===== src/rtl/tbd_pkg.sv =====
// constants, mode encoding and colour helpers for the texture block decoder
// assumes 128-bit blocks holding two 4x4 groups of texels
package tbd_pkg;

    // ------------------------------------------------------------
    // block geometry
    // ------------------------------------------------------------
    localparam int BLOCK_W = 128;
    localparam int TEXELS = 32;
    localparam int TEXEL_NUM_W = 5;
    localparam int TEXEL_W = 32;
    localparam int HALF_TEXELS = 16;
    localparam int MODE_TOP_BIT = 127;
    localparam int MODE_MID_BIT = 126;
    localparam int MODE_LOW_BIT = 125;

    // ------------------------------------------------------------
    // field layouts
    // ------------------------------------------------------------
    localparam int CH_W = 5;
    localparam int RGB_W = 24;
    localparam int RED_OFS = 10;
    localparam int GREEN_OFS = 5;
    localparam int BLUE_OFS = 0;
    localparam int INTERP_C0_LSB = 96;
    localparam int INTERP_C1_LSB = 111;
    localparam int DIRECT_C0_LSB = 64;
    localparam int COLOR_STRIDE = 15;
    localparam int DIRECT_COLORS = 4;
    localparam int IDX3_W = 3;
    localparam int IDX2_W = 2;

    // ------------------------------------------------------------
    // table values
    // ------------------------------------------------------------
    localparam logic [7:0] ALPHA_OPAQUE = 8'hff;
    localparam logic [TEXEL_W-1:0] TEXEL_CLEAR = 32'h0000_0000;
    localparam logic [2:0] INTERP_TRANSPARENT = 3'h7;
    localparam logic [2:0] INTERP_STEPS = 3'h6;
    localparam logic [2:0] INTERP_BIAS = 3'h3;
    localparam logic [2:0] SPLIT_STEPS = 3'h3;
    localparam logic [2:0] SPLIT_BIAS = 3'h1;
    localparam int LERP_SUM_W = 11;
    localparam logic [LERP_SUM_W-1:0] DIV_SIXTHS = 11'h006;
    localparam logic [LERP_SUM_W-1:0] DIV_THIRDS = 11'h003;

    typedef enum logic [1:0] {
        TBD_MODE_INTERP = 2'b00,
        TBD_MODE_DIRECT = 2'b01,
        TBD_MODE_SPLIT = 2'b11,
        TBD_MODE_ALPHA = 2'b10
    } tbd_mode_t;

    // ------------------------------------------------------------
    // helpers
    // ------------------------------------------------------------
    function automatic logic [7:0] expand5(input logic [CH_W-1:0] f);
        return {f, f[CH_W-1:CH_W-3]};
    endfunction : expand5

    function automatic logic [RGB_W-1:0] rgb_at(input logic [BLOCK_W-1:0] blk,
                                                input int lsb);
        return {expand5(blk[lsb+RED_OFS +: CH_W]),
                expand5(blk[lsb+GREEN_OFS +: CH_W]),
                expand5(blk[lsb+BLUE_OFS +: CH_W])};
    endfunction : rgb_at

endpackage : tbd_pkg


===== src/rtl/tbd_lerp_if.sv =====
// carrier between the decoder and its per-channel interpolator
// assumes one instance per 8-bit colour channel
`timescale 1ns/100ps
interface tbd_lerp_if;
    logic [7:0] c0;
    logic [7:0] c1;
    logic [2:0] w0;
    logic [2:0] w1;
    logic [2:0] bias;
    logic div_sixths;
    logic [7:0] result;

    modport requester (output c0, output c1, output w0, output w1, output bias,
                       output div_sixths, input result);
    modport lerp (input c0, input c1, input w0, input w1, input bias,
                  input div_sixths, output result);
endinterface : tbd_lerp_if


===== src/rtl/tbd_decoder.sv =====
// texture block decoder: one 128-bit block plus texel number in, one ARGB texel out
// assumes the sampler presents a request with a valid strobe; answer one cycle later
//
// What this block does
// - Top bits 127:126 equal 00 select the two-base interpolating mode.
// - Interpolating base colour 1 at bits 125:111, colour 0 at 110:96.
// - Interpolating index is three bits, texel n at bits 3n+2:3n.
// - Each 5-bit channel widens to 8 by repeating its three top bits.
// - Entries 0..6 are ((6-k)*c0 + k*c1 + 3)/6 per channel, alpha ff.
// - Interpolating entry 7 is transparent black, all zero.
// - Interpolating output is the 32-bit ARGB entry the 3-bit index picks.
// - Bits 127:125 equal 010 select direct mode; bit 124 ignored.
// - Direct mode holds four 5-5-5 colours, colour 0 lowest at 78:64.
// - Direct index is two bits, texel n at bits 2n+1:2n.
// - All four direct colours widen by top-bit replication.
// - Direct index k picks colour k unblended, alpha always ff.
// - Split-pair uses colours 0,1 for texels 0-15, colours 2,3 for 16-31.
// - Split-pair pairs build own 4-entry tables, 2-bit index, alpha ff.
// - A block covers two 4x4 groups, texels 0-15 then 16-31.
// - Bit 127 set selects split-pair mode regardless of bits 126:125.
`timescale 1ns/100ps
module tbd_decoder
    import tbd_pkg::*;
#(
    parameter int BLOCK_BITS = BLOCK_W
) (
    // clock and reset
    input wire logic sys_clk_in,
    input wire logic rst_in,
    // request from the sampler
    input wire logic req_valid_in,
    input wire logic [BLOCK_W-1:0] block_128bit_in,
    input wire logic [TEXEL_NUM_W-1:0] texel_num_in,
    // decoded texel
    output logic texel_valid_out,
    output logic [TEXEL_W-1:0] texel_out,
    output logic unsupported_out
);

    // refused at elaboration: the field layout is fixed to one block width
    if (BLOCK_BITS != BLOCK_W) begin : g_bad_block_bits
        $error("tbd_decoder serves only 128-bit blocks");
    end

    // ------------------------------------------------------------
    // mode decode
    // ------------------------------------------------------------
    wire bit_top = block_128bit_in[MODE_TOP_BIT];
    wire bit_mid = block_128bit_in[MODE_MID_BIT];
    wire bit_low = block_128bit_in[MODE_LOW_BIT];
    tbd_mode_t mode;

    always_comb begin
        case ({bit_top, bit_mid, bit_low})
            3'b000, 3'b001: mode = TBD_MODE_INTERP;
            3'b010: mode = TBD_MODE_DIRECT;
            3'b011: mode = TBD_MODE_ALPHA;
            3'b100, 3'b101, 3'b110, 3'b111: mode = TBD_MODE_SPLIT;
            default: mode = TBD_MODE_ALPHA;
        endcase
    end

    // ------------------------------------------------------------
    // colour extraction and widening
    // ------------------------------------------------------------
    wire [RGB_W-1:0] interp_c0 = rgb_at(block_128bit_in, INTERP_C0_LSB);
    wire [RGB_W-1:0] interp_c1 = rgb_at(block_128bit_in, INTERP_C1_LSB);
    logic [RGB_W-1:0] quad_rgb [DIRECT_COLORS];

    for (genvar k = 0; k < DIRECT_COLORS; k++) begin : g_quad
        // bit 124 lies above colour 3; only interpolating colour 1 reads it
        assign quad_rgb[k] = rgb_at(block_128bit_in,
                                    DIRECT_C0_LSB + k * COLOR_STRIDE);
    end

    // ------------------------------------------------------------
    // texel index selection
    // ------------------------------------------------------------
    wire [IDX3_W-1:0] idx3 = block_128bit_in[int'(texel_num_in) * IDX3_W +: IDX3_W];
    wire [IDX2_W-1:0] idx2 = block_128bit_in[int'(texel_num_in) * IDX2_W +: IDX2_W];
    // texel number msb picks the second 4x4 group
    wire upper_group = texel_num_in[TEXEL_NUM_W-1];

    wire [RGB_W-1:0] split_a = upper_group ? quad_rgb[2] : quad_rgb[0];
    wire [RGB_W-1:0] split_b = upper_group ? quad_rgb[3] : quad_rgb[1];

    // ------------------------------------------------------------
    // blend operands
    // ------------------------------------------------------------
    wire is_split = (mode == TBD_MODE_SPLIT);
    wire [2:0] idx2_w = {1'b0, idx2};
    wire [RGB_W-1:0] blend_a = is_split ? split_a : interp_c0;
    wire [RGB_W-1:0] blend_b = is_split ? split_b : interp_c1;
    wire [2:0] weight_b = is_split ? idx2_w : idx3;
    wire [2:0] weight_a = is_split ? (SPLIT_STEPS - idx2_w) : (INTERP_STEPS - idx3);
    wire [2:0] bias = is_split ? SPLIT_BIAS : INTERP_BIAS;
    wire [RGB_W-1:0] blend_rgb;

    for (genvar ch = 0; ch < 3; ch++) begin : g_chan
        tbd_lerp_if lif ();
        assign lif.c0 = blend_a[ch*8 +: 8];
        assign lif.c1 = blend_b[ch*8 +: 8];
        assign lif.w0 = weight_a;
        assign lif.w1 = weight_b;
        assign lif.bias = bias;
        assign lif.div_sixths = !is_split;
        assign blend_rgb[ch*8 +: 8] = lif.result;
        tbd_lerp_ch u_lerp (
            .lp(lif)
        );
    end

    // ------------------------------------------------------------
    // texel selection per mode
    // ------------------------------------------------------------
    wire [TEXEL_W-1:0] interp_texel = (idx3 == INTERP_TRANSPARENT) ? TEXEL_CLEAR
                                    : {ALPHA_OPAQUE, blend_rgb};
    wire [TEXEL_W-1:0] direct_texel = {ALPHA_OPAQUE, quad_rgb[idx2]};
    wire [TEXEL_W-1:0] split_texel = {ALPHA_OPAQUE, blend_rgb};
    logic [TEXEL_W-1:0] texel_sel;

    always_comb begin
        case (mode)
            TBD_MODE_INTERP: texel_sel = interp_texel;
            TBD_MODE_DIRECT: texel_sel = direct_texel;
            TBD_MODE_SPLIT: texel_sel = split_texel;
            default: texel_sel = TEXEL_CLEAR;
        endcase
    end

    // ------------------------------------------------------------
    // output stage, one cycle of latency
    // ------------------------------------------------------------
    logic valid_reg;
    logic [TEXEL_W-1:0] texel_reg;
    logic unsup_reg;

    always_ff @(posedge sys_clk_in) begin
        if (rst_in) begin
            valid_reg <= 1'b0;
            texel_reg <= TEXEL_CLEAR;
            unsup_reg <= 1'b0;
        end else begin
            valid_reg <= req_valid_in;
            if (req_valid_in) begin
                texel_reg <= texel_sel;
                unsup_reg <= (mode == TBD_MODE_ALPHA);
            end
        end
    end

    assign texel_valid_out = valid_reg;
    assign texel_out = texel_reg;
    assign unsupported_out = unsup_reg;

endmodule : tbd_decoder


===== src/rtl/tbd_lerp_ch.sv =====
// one channel of weighted blend with rounding bias and truncating divide
// assumes weights sum to the divisor, so the quotient fits 8 bits
`timescale 1ns/100ps
module tbd_lerp_ch
    import tbd_pkg::*;
(
    // blend operands and result
    tbd_lerp_if.lerp lp
);

    wire [LERP_SUM_W-1:0] sum;
    wire [LERP_SUM_W-1:0] quot;

    assign sum = LERP_SUM_W'(lp.w0) * LERP_SUM_W'(lp.c0)
               + LERP_SUM_W'(lp.w1) * LERP_SUM_W'(lp.c1)
               + LERP_SUM_W'(lp.bias);
    // unsigned, truncating, per channel
    assign quot = lp.div_sixths ? (sum / DIV_SIXTHS) : (sum / DIV_THIRDS);
    assign lp.result = quot[7:0];

endmodule : tbd_lerp_ch


===== config.mk =====
export PLATFORM = sky130hd
export DESIGN_NAME = tbd_decoder
export DESIGN_NICKNAME = d
export VERILOG_FILES = /design/src/rtl/tbd_pkg.sv /design/src/rtl/tbd_lerp_if.sv /design/src/rtl/tbd_decoder.sv /design/src/rtl/tbd_lerp_ch.sv
export SDC_FILE = /design/constraint.sdc
export NUM_CORES = 1
export LEC_CHECK = 0
export BUFFER_PORTS_ARGS = -buffer_cell sky130_fd_sc_hd__buf_2
export CAP_MARGIN = 10
export CORE_MARGIN = 2
export CORE_UTILIZATION = 41
export CTS_CLUSTER_DIAMETER = 50
export DETAILED_ROUTE_END_ITERATION = 10
export PLACE_DENSITY = 0.6
export SLEW_MARGIN = 30
export SYNTH_ARGS = -nofsm -noshare
export SYNTH_HDL_FRONTEND = slang
export SYNTH_SLANG_ARGS = --single-unit

===== constraint.sdc =====
create_clock -name sys_clk_in -period 54.1 [get_ports sys_clk_in]
set_input_delay 2.705 -clock sys_clk_in [delete_from_list [all_inputs] [get_ports sys_clk_in]]
set_output_delay 2.705 -clock sys_clk_in [all_outputs]
set_load 0.02 [all_outputs]

# Word level (Yosys, flattened, before mapping)
# Memory sizes are Yosys's and may differ from the RTL's.
# Cells that the tools add are included.
dict set report classes {
  n_mux 15
  bitwise 1
  n_reduce_logical 1
  n_lt_le_gt_ge 1
  n_addsub 8
  div 6
  n_eq_ne 4
  n_shift 2
  mul 7
}
# op count
set op_table {}
lappend op_table {{two-way mux 24 bit} 6}
lappend op_table {{variable part select 128 x 7 -> 2 bit} 1}
lappend op_table {{variable part select 128 x 8 -> 3 bit} 1}
lappend op_table {{one-hot mux 32 bit (3 select lines)} 1}
lappend op_table {{multiplier 3 x 8 -> 11 bit} 6}
lappend op_table {{binary-select mux 24 bit (select 2 bit)} 1}
lappend op_table {{adder 11 bit} 3}
lappend op_table {{adder 11 x 2 -> 11 bit} 3}
lappend op_table {{divider 11 x 2 -> 11 bit, second input constant} 3}
lappend op_table {{divider 11 x 3 -> 11 bit, second input constant} 3}
lappend op_table {{two-way mux 32 bit} 1}
lappend op_table {{two-way mux 8 bit} 3}
lappend op_table {{multiplier 5 x 2 -> 7 bit, second input constant} 1}
lappend op_table {{two-way mux 3 bit} 2}
lappend op_table {{equality test 2 bit, second input constant} 2}
lappend op_table {{equality test 3 bit, second input constant} 1}
lappend op_table {{>= comparator 3 bit, second input constant} 1}
lappend op_table {{NOT 2 -> 3 bit} 1}
lappend op_table {{subtractor 2 x 2 -> 3 bit, first input constant} 1}
lappend op_table {{subtractor 3 bit, first input constant} 1}
lappend op_table {{equality test 2 x 1 -> 1 bit, second input constant} 1}
lappend op_table {{logical NOT 2 bit} 1}
lappend op_table {{two-way mux 2 bit} 1}
dict set report totals {
  n_memories 1
  register_bits 34
  mem_bits_rw 0
  romBits 16
  latchBits 0
}
# memory depth width read_ports rd_clocked_by_memory_dff wr line
set mem_list {}
lappend mem_list {{(no name shown)} 8 2 1 0 0 tbd_decoder.sv:54} ;# case ({bit_top, bit_mid, bit_low})

# Longest topological paths before layout
# Gate-level depths: netlist (run 1).
dict set report depth {
  depth_word 11
  ltp_mapped 90
  depth_no_buf 84
}

# Modules after synthesis
# Synthesis (run 1) repeated with hierarchy kept, for this count alone.
dict set report hier_totals {
  cells_unflattened 1866
  area_unflattened_um2 15179.6
}
# mod instances seq_area_each_um2 area_each_um2 cells_per_inst
set modules_own_cells {}
lappend modules_own_cells {tbd_decoder 1 540.5 4081.4 479}
lappend modules_own_cells {{tbd_lerp_ch at g_chan[0].u_lerp} 1 0.0 3828.7 487}
lappend modules_own_cells {{tbd_lerp_ch at g_chan[2].u_lerp} 1 0.0 3684.8 454}
lappend modules_own_cells {{tbd_lerp_ch at g_chan[1].u_lerp} 1 0.0 3584.7 446}

# Worst setup path before layout (run 1)
# OpenSTA, ideal clock, no wires.
dict set report synth_timing {
  kind {input to register}
  startpoint {input port texel_num_in[0]}
  endpoint {register texel_reg[0] (netlist: texel_out[0])}
  path_slack_ps 32999
  t_arrival_ps 20976
  path_stages 86
  setup_time_ps 125
  path_buffers 6
  path_cell_list {clkbuf_1 buf_1 clkbuf_1 clkbuf_1 mux4_2 mux4_2 mux2_2 ha_1 o21a_1 clkbuf_1 nor2_1 fa_1 inv_1 fa_1 inv_1 fa_1 fa_1 a211o_1 (+50 left out) or3_1 buf_2 nand2_1 xnor2_1 ha_1 nor3b_1 mux2i_2 nand4b_1 a211oi_2 nor2_1 xnor2_1 ha_1 o21ai_0 a21boi_0 o22ai_1 a21oi_1 a32oi_1 o41a_1}
}
dict set report synth_between {
  elab_chain_len 11
}
# element line
set synth_rtl {}
lappend synth_rtl {{start: declaration} tbd_decoder.sv:33} ;# input wire logic [TEXEL_NUM_W-1:0] texel_num_in,
lappend synth_rtl {{multiplier 5 x 2 -> 7 bit} tbd_decoder.sv:79} ;# wire [IDX3_W-1:0] idx3 = block_128bit_in[int'(texel_num_in) * IDX3_W +: IDX3_W];
lappend synth_rtl {{variable part select 128 x 8 -> 3 bit} tbd_decoder.sv:79}
lappend synth_rtl {{subtractor 3 bit} tbd_decoder.sv:95} ;# wire [2:0] weight_a = is_split ? (SPLIT_STEPS - idx2_w) : (INTERP_STEPS - idx3);
lappend synth_rtl {{two-way mux 3 bit} tbd_decoder.sv:95}
lappend synth_rtl {{multiplier 3 x 8 -> 11 bit} tbd_lerp_ch.sv:14} ;# assign sum = LERP_SUM_W'(lp.w0) * LERP_SUM_W'(lp.c0)
lappend synth_rtl {{adder 11 bit} tbd_lerp_ch.sv:15} ;# + LERP_SUM_W'(lp.w1) * LERP_SUM_W'(lp.c1)
lappend synth_rtl {{adder 11 x 2 -> 11 bit} tbd_lerp_ch.sv:16} ;# + LERP_SUM_W'(lp.bias);
lappend synth_rtl {{divider 11 x 3 -> 11 bit or divider 11 x 2 -> 11 bit (tied branches)} tbd_lerp_ch.sv:18} ;# assign quot = lp.div_sixths ? (sum / DIV_SIXTHS) : (sum / DIV_THIRDS);
lappend synth_rtl {{two-way mux 8 bit} tbd_lerp_ch.sv:18}
lappend synth_rtl {{two-way mux 32 bit} tbd_decoder.sv:116} ;# wire [TEXEL_W-1:0] interp_texel = (idx3 == INTERP_TRANSPARENT) ? TEXEL_CLEAR
lappend synth_rtl {{one-hot mux 32 bit (3 select lines) (*)} tbd_decoder.sv:123} ;# case (mode)
lappend synth_rtl {{end signal: assignment} tbd_decoder.sv:146} ;# texel_reg <= texel_sel;
lappend synth_rtl {{end: declaration} tbd_decoder.sv:135} ;# logic [TEXEL_W-1:0] texel_reg;
# Mark *: on every way between the ends. The rest lies on a longest branch, timed or not. The select of a mux whose other input is x is not followed.
# A chain may end at the register's enable or synchronous reset.

# Worst setup path in the final report (run 1)
dict set report layout_timing {
  startpoint {input port texel_num_in[1]}
  endpoint {register texel_reg[16] (netlist: texel_out[16])}
}
# The elaborated chain is that of the path after synthesis.

==> flow_summary.toml, run 1 <==
[timing]
holdWs_ns = 0.490
final.min_clock_period_ns = 22.94
post-route-period-util = 0.424
final.setup.tns_ns = 0
drv_slew = 0
slew_headroom = 0.398
grt_setup_unrepaired = "no"
setup_viol = 0
max_freq_mhz = 43.6
worst_pin_slew_ns = 0.885
skew_ns = 0
hold_viol_final = 0

[critical_path]
slowest_stage = "mux2i_2"
cp-end-kind = "flop"
cp.required_ns = 54.24
critPathLaunch = "texel_num_in[1]"
crit_path_max_fanout = 37
path_common_cell = "ha_1"
r2r_slack_ns = 52.45
timing.rr.end = "texel_out[8]"
reg2reg_depth = 5
critical_path_class = "in -> reg"
worstSetupStartpointType = "input pin"
r2r_start = "texel_out[8]"
cp.arrival_ns = 23.07
critPathMaxStageDelay_ns = 0.71

[route]
drtIter0Drc = 949
vias = 13900
wl_per_cell_um = 19.5
viasPerCell = 6.07
wl_um = 44700
drtAntennaViolNets = 0
firstDrtPassIters = 5
drc = 0

[synth]
synth-seq-cells = 27
avgSynthCellArea_sq_um = 7.89
yosysTopAreaCellShare = 0.115
ys.flop_type = "dfxtp_1"
synth.net_count = 2048
netlist_area_sq_mm = 0.0136
synth_edf_count = 0
async_flop_share = 0
synth.most_common_cell = "nor2_1"
synth_common_cells = "251 x nor2_1, 168 x inv_1, 113 x ha_1"
synth_warnings = 0
yosysUniqueCellTypes = 111
synth.yosys.seq_area_share = 0.0398
synth_top_cells_by_area = "fa_1 11%, mux4_2 11%, ha_1 10%, nor2_1 6.9%, inv_1 4.6%"
synth_cells = 1721
synth_top_cell_by_area = "fa_1"

[placed_design]
place_congestion = 0.982
postPlaceCellArea_sq_mm = 0.0148
dp_hpwl_um = 37800
io_buffer_count = 169

[final_layout]
fin_util = 0.457
fillers = 3264
drive_above_1_share = 0.189
regArea_sq_um = 541
syn2layout_area_growth_pct = 9.67
fin_area_sq_mm = 0.0149
nets = 2177
multi_input_area_sq_mm = 0.0122

[clock_network]
clk_latency_ns = 0.27
cts_tree = "done"
cts.repair.resized = 0
cts.clk_slew.worst_paths_ns = 0.07
hold_buffers = 0
clock_path_buffers = 2
clockRootBuffer = "clkbuf_16"
clkSinkCount = 27
cts_buffers = 3
cts_setup_buffers = 0
htreeDepth = 1

[floorplan]
dieArea_sq_mm = 0.0346
core_sq_mm = 0.0326
initial_core_util = 0.416
fp.dieH_um = 186
ios = 170
die_w_um = 186
std_cell_rows = 66

[hold_path]
hold_path_end = "unsupported_out"
hp-class = "reg -> reg"
hp-start = "unsupported_out"
holdPathStages = 2

[global_routing]
grt_max_degree = 46
grt_usage = 0.256
grt_pass1_wl_um = 70200
grt_overflow_total = 0
antenna_found_initial = 8
grt_pass1_vias = 13300

[run]
drv_cap = 0

[outcome]
status = "finished, final reports clean"
stage by stage:
| stage | cells | setup WS (ns) |
|---|---|---|
| after CTS | 2291 | 31.01 |
| final | 2296 | 31.16 |
| after detailed placement | 2287 | 30.79 |
| after global routing | 2294 | 29.57 |
| after global placement | 2287 | 30.81 |
| after floorplan | 1721 | 33.00 |
per-layer routing:
metal	vias to the layer above	wire length, um	part of all wire	global-route usage
li1	6589	-	-	-
met5	-	36	0.00080	0
met3	77	4290	0.096	0.0646
met1	6643	18900	0.42	0.339
met4	6	1260	0.028	0.0652
met2	615	20200	0.45	0.418
area by class of cell:
type	count	area share
flip-flops and latches	27	0.0363
diodes	5	0.000840
clock inverters	1	0.000336
inverters	171	0.0431
well taps	442	0.0371
repair buffers	177	0.0611
clock buffers	3	0.00504
multi-input cells	1470	0.816
worst max path at each step:
stage / endpoint / depth (start not counted)
2_1_floorplan: texel_out[0] / 86
3_3_place_gp: texel_out[16] / 77
3_5_place_dp: texel_out[16] / 77
4_1_cts: texel_out[16] / 77
5_1_grt: texel_out[16] / 77
6_report: texel_out[16] / 77
cell usage in the layout (no fill, tap or decap), types with 29 or more instances in the layout:
master / instances
a21oi_1: 94
buf_2: 167
fa_1: 78
ha_1: 113
inv_1: 168
mux2i_1: 58
mux4_2: 65
nand2_1: 106
nand3_1: 30
nor2_1: 250
nor3_1: 29
o21ai_0: 92
or2_2: 31
xnor2_1: 35
cells by family (layout without fill, tap and decap cells):
logic type / after synthesis / count (layout) / synth area share
compound gates: 469 / 469 / 0.247
xor+xnor: 61 / 61 / 0.0399
fa+ha+maj: 192 / 192 / 0.220
buf+inv: 224 / 352 / 0.0660
flops: 27 / 27 / 0.0398
mux: 145 / 145 / 0.170
other cells: 0 / 5 / 0
simple gates: 603 / 603 / 0.217
registers in the layout, summed over array words and instances (netlist names):
register	flops
unsupported_out	1
texel_out	25
texel_valid_out	1
worst max-delay path: cells and delay by family:
family / cells / cell delay, ns
AO/OA/AOI/OAI: 22 / 6.09
multiplexers: 4 / 2.16
adder cells (fa/ha/maj): 12 / 4.35
buffers and inverters: 8 / 1.28
XOR/XNOR: 4 / 0.67
AND/OR/NAND/NOR: 27 / 5.76
Power of run 1 is not shown: default switching activity piles up to over one toggle a cycle in this logic, so the estimate is an artifact.
==> run 2: changes to the inputs <==
Clock period 54.1 ns to 23.5 ns, I/O delays scaled along.
==> run 2 against run 1 <==
- critical path depth rose by 1
- register-to-register slack worse by 31 ns
- worst hold slack worse by 0.011 ns
- die area did not move
- sequential share of layout area is essentially flat
- worst setup slack worse by 29 ns
- routed wire length decreased by 0.24%
- count of clock-buffer cells in the layout did not move
- global-route usage is 0.068 points lower
- critical path type unchanged
- largest cell class unchanged
==> flow_summary.toml, run 2 (synthesis gave the netlist of run 1 again) <==
[timing]
final.min_clock_period_ns = 21.28
post-route-period-util = 0.905
max_freq_mhz = 47.0
setup_ws_ns = 2.22
drv_slew = 0
hold_viol_final = 0
setup_viol = 0
skew_ns = 0
slew_headroom = 0.404
grt_setup_unrepaired = "no"
holdWs_ns = 0.479
worst_pin_slew_ns = 0.877
final.setup.tns_ns = 0

[route]
wl_um = 44600
viasPerCell = 5.99
wl_per_cell_um = 19.4
vias = 13800
drtIter0Drc = 947
drc = 0
drtAntennaViolNets = 0
firstDrtPassIters = 6

[placed_design]
io_buffer_count = 169
dp_slack_ns = 1.65
postPlaceCellArea_sq_mm = 0.0148
place_congestion = 0.982
dp_hpwl_um = 37500

[critical_path]
critical_path_class = "in -> reg"
path_common_cell = "ha_1"
slowest_stage = "mux2i_2"
cp.required_ns = 23.63
cp-end-kind = "flop"
cp.arrival_ns = 21.41
worstSetupStartpointType = "input pin"
critPathMaxStageDelay_ns = 0.71
crit_path_max_fanout = 20

[floorplan]
initial_core_util = 0.416
fp.dieH_um = 186
core_sq_mm = 0.0326
std_cell_rows = 66
ios = 170
dieArea_sq_mm = 0.0346
die_w_um = 186

[final_layout]
drive_above_1_share = 0.189
nets = 2178
largest_reg_flops = 25
syn2layout_area_growth_pct = 9.91
layout_common_cells = "250 x nor2_1, 168 x inv_1, 167 x buf_2"
fin_area_sq_mm = 0.0149
fillers = 3214
layout_commonest_cell = "nor2_1"

[clock_network]
cts_buffers = 3
cts_tree = "done"
clkSinkCount = 27
cts_setup_buffers = 0
clock_path_buffers = 2
htreeDepth = 1
clockRootBuffer = "clkbuf_16"
clk_latency_ns = 0.27
cts.clk_slew.worst_paths_ns = 0.07
hold_buffers = 0
cts.repair.resized = 0

[outcome]
status = "finished, final reports clean"

[global_routing]
grt_overflow_total = 0
grt_usage = 0.256
grt_max_degree = 46
antenna_found_initial = 10
grt_pass1_wl_um = 70000
grt_pass1_vias = 13000

[run]
drv_cap = 0

[hold_path]
hp-class = "reg -> reg"
-- run 2: final timing paths --
check	from	to	slack (ns)	depth (start not counted)
worst max-delay path	texel_num_in[1]	texel_out[16]	2.22	78
worst min-delay path	unsupported_out	unsupported_out	0.48	2
worst max register to register	texel_out[8]	texel_out[8]	21.80	5
worst min register to register	unsupported_out	unsupported_out	0.48	2
-- run 2: cell type report --
class	instances	area, sq um	area share
Multi-Input combinational cell	1470	12200	0.814
Timing Repair Buffer	178	938	0.0629
Inverter	171	642	0.0430
Tap cell	442	553	0.0370
Sequential cell	27	541	0.0362
Clock buffer	3	75.1	0.00503
Antenna cell	6	15.0	0.00101
Clock inverter	1	7.51	0.000503
-- run 2: metal layers --
layer	global-route usage	vias up	part of all wire
li1	-	6605	-
met1	0.343	6497	0.43
met2	0.428	598	0.46
met3	0.0567	49	0.094
met4	0.0403	6	0.014
met5	0	-	0.00076
-- run 2: worst max-delay path, delay by kind of cell --
| kind | cells | cell delay [ns] |
|---|---|---|
| compound gates | 22 | 6.11 |
| xor+xnor | 4 | 0.66 |
| fa+ha+maj | 12 | 4.35 |
| buf+inv | 9 | 1.23 |
| mux | 4 | 2.09 |
| simple gates | 27 | 5.72 |
-- run 2: stage by stage --
step,std cells,utilization
after detailed placement,2287,0.454
after floorplan,1721,-
after global placement,2287,0.453
after CTS,2291,0.456
after global routing,2295,0.457
final,2298,0.458
Power of run 2 is left out for the same reason.
==> run 3: changes to the inputs <==
Settings changed: BUFFER_PORTS_ARGS -buffer_cell sky130_fd_sc_hd__buf_2 to not set, CTS_BUF_LIST set to sky130_fd_sc_hd__clkbuf_4, DONT_BUFFER_PORTS set to 1, PLACE_DENSITY 0.6 to 0.55, SETUP_SLACK_MARGIN set to 0.3.
==> run 3 against run 2 <==
- count of clock-buffer cells in the layout unchanged
- flip-flop and latch count unchanged
- final cell count fell by 7.7%
- worst hold slack improved by 0.11 ns
- final area down 6.4%
- clock skew unchanged
- global-route usage rose by 0.061 points
- largest cell class unchanged
==> flow_summary.toml, run 3 (synthesis gave the netlist of run 1 again) <==
[clock_network]
clock_path_buffers = 2
cts_setup_buffers = 0
clkSinkCount = 27
cts_buffers = 3
cts.repair.resized = 0
clockRootBuffer = "clkbuf_4"
hold_buffers = 0
cts_tree = "done"
cts.clk_slew.worst_paths_ns = 0.19
clk_latency_ns = 0.37
htreeDepth = 1

[global_routing]
grt_pass1_wl_um = 70100
grt_pass1_vias = 12900
grt_overflow_total = 0
grt_max_degree = 69
grt_usage = 0.256
antenna_found_initial = 0

[final_layout]
fillers = 3359
drive_above_1_share = 0.107
syn2layout_area_growth_pct = 2.87
diodes = 0
layout_commonest_cell = "nor2_1"
layout_common_cells = "250 x nor2_1, 168 x inv_1, 113 x ha_1"
nets = 2007
largest_reg_flops = 25

[placed_design]
place_congestion = 0.925
io_buffer_count = 0
dp_hpwl_um = 36800

[critical_path]
critPathMaxStageDelay_ns = 0.60
r2r_slack_ns = 21.90
path_common_cell = "ha_1"
critical_path_class = "in -> reg"
path_delay_family = "compound AO/OA/AOI/OAI gates"
crit_path_max_fanout = 40
crit_buf_inv = 5
worstSetupStartpointType = "input pin"
cp.required_ns = 23.77
cp-end-kind = "flop"
r2r_start = "texel_out[8]"
reg2reg_depth = 5
slowest_stage = "o21a_1"
timing.rr.end = "texel_out[8]"
critPathLaunch = "texel_num_in[0]"
cp.arrival_ns = 20.22

[hold_path]
hp-class = "reg -> reg"
holdPathStages = 2
hold_path_end = "unsupported_out"
hp-start = "unsupported_out"

[floorplan]
dieArea_sq_mm = 0.0346
std_cell_rows = 66
fp.dieH_um = 186
core_sq_mm = 0.0326
initial_core_util = 0.416
die_w_um = 186
ios = 170

[timing]
post-route-period-util = 0.849
final.setup.tns_ns = 0
skew_ns = 0
grt_setup_unrepaired = "no"
max_freq_mhz = 50.1
drv_slew = 0
final.min_clock_period_ns = 19.94
worst_pin_slew_ns = 0.886
hold_viol_final = 0
setup_viol = 0
slew_headroom = 0.404

[route]
vias = 13000
viasPerCell = 6.12
drtIter0Drc = 628
wl_per_cell_um = 20.9
wl_um = 44300
drtAntennaViolNets = 0
drc = 0
firstDrtPassIters = 5

[outcome]
status = "finished, final reports clean"

[run]
drv_cap = 0
==> run 3: changes by cell type in the layout (fill, tap and decap cells not counted), sizes merged <==
cell	delta
buf	-171
diode	-6
==> run 3: final cells by class <==
| type | instances | area, sq um | area share |
|---|---|---|---|
| clock buffer | 3 | 22.5 | 0.00161 |
| clock inverter | 1 | 7.51 | 0.000537 |
| timing repair buffer | 7 | 52.6 | 0.00376 |
| tap | 442 | 553 | 0.0396 |
| multi-input combinational | 1470 | 12200 | 0.870 |
| sequential | 27 | 542 | 0.0388 |
| inverter | 171 | 642 | 0.0459 |
==> run 3: tightest hold or removal path, delay by kind of cell, from the launching register on <==
family           cells  cell delay [ns]
AND/OR/NAND/NOR      2             0.15
flip-flops           1             0.41
==> run 3: routing by layer <==
metal	GRT usage	wire, um	vias to the layer above
met5	0	0	-
met4	0.0743	1350	0
met3	0.0511	3140	67
met2	0.443	20900	419
met1	0.322	18900	6238
li1	-	-	6256
==> run 3: worst max path at each step <==
stage	cells after the start	to	slack (ns)
2_1_floorplan	86	texel_out[0]	3.93
3_3_place_gp	76	texel_out[16]	2.79
3_5_place_dp	76	texel_out[16]	2.88
4_1_cts	76	texel_out[16]	3.19
5_1_grt	78	texel_out[16]	1.99
6_report	75	texel_out[16]	3.56
==> run 3: per-stage QoR <==
| step | setup slack [ns] | hold slack (ns) | util | cell area [sq um] | cells |
|---|---|---|---|---|---|
| after floorplan | 3.93 | 0.543 | - | 13600 | 1721 |
| after global placement | 2.79 | 0.562 | 0.427 | 13900 | 2117 |
| after detailed placement | 2.88 | 0.563 | 0.427 | 13900 | 2117 |
| after CTS | 3.19 | 0.586 | 0.428 | 14000 | 2121 |
| after global routing | 1.99 | 0.607 | 0.428 | 14000 | 2121 |
| final | 3.56 | 0.585 | 0.428 | 14000 | 2121 |
Power of run 3 is left out for the same reason.
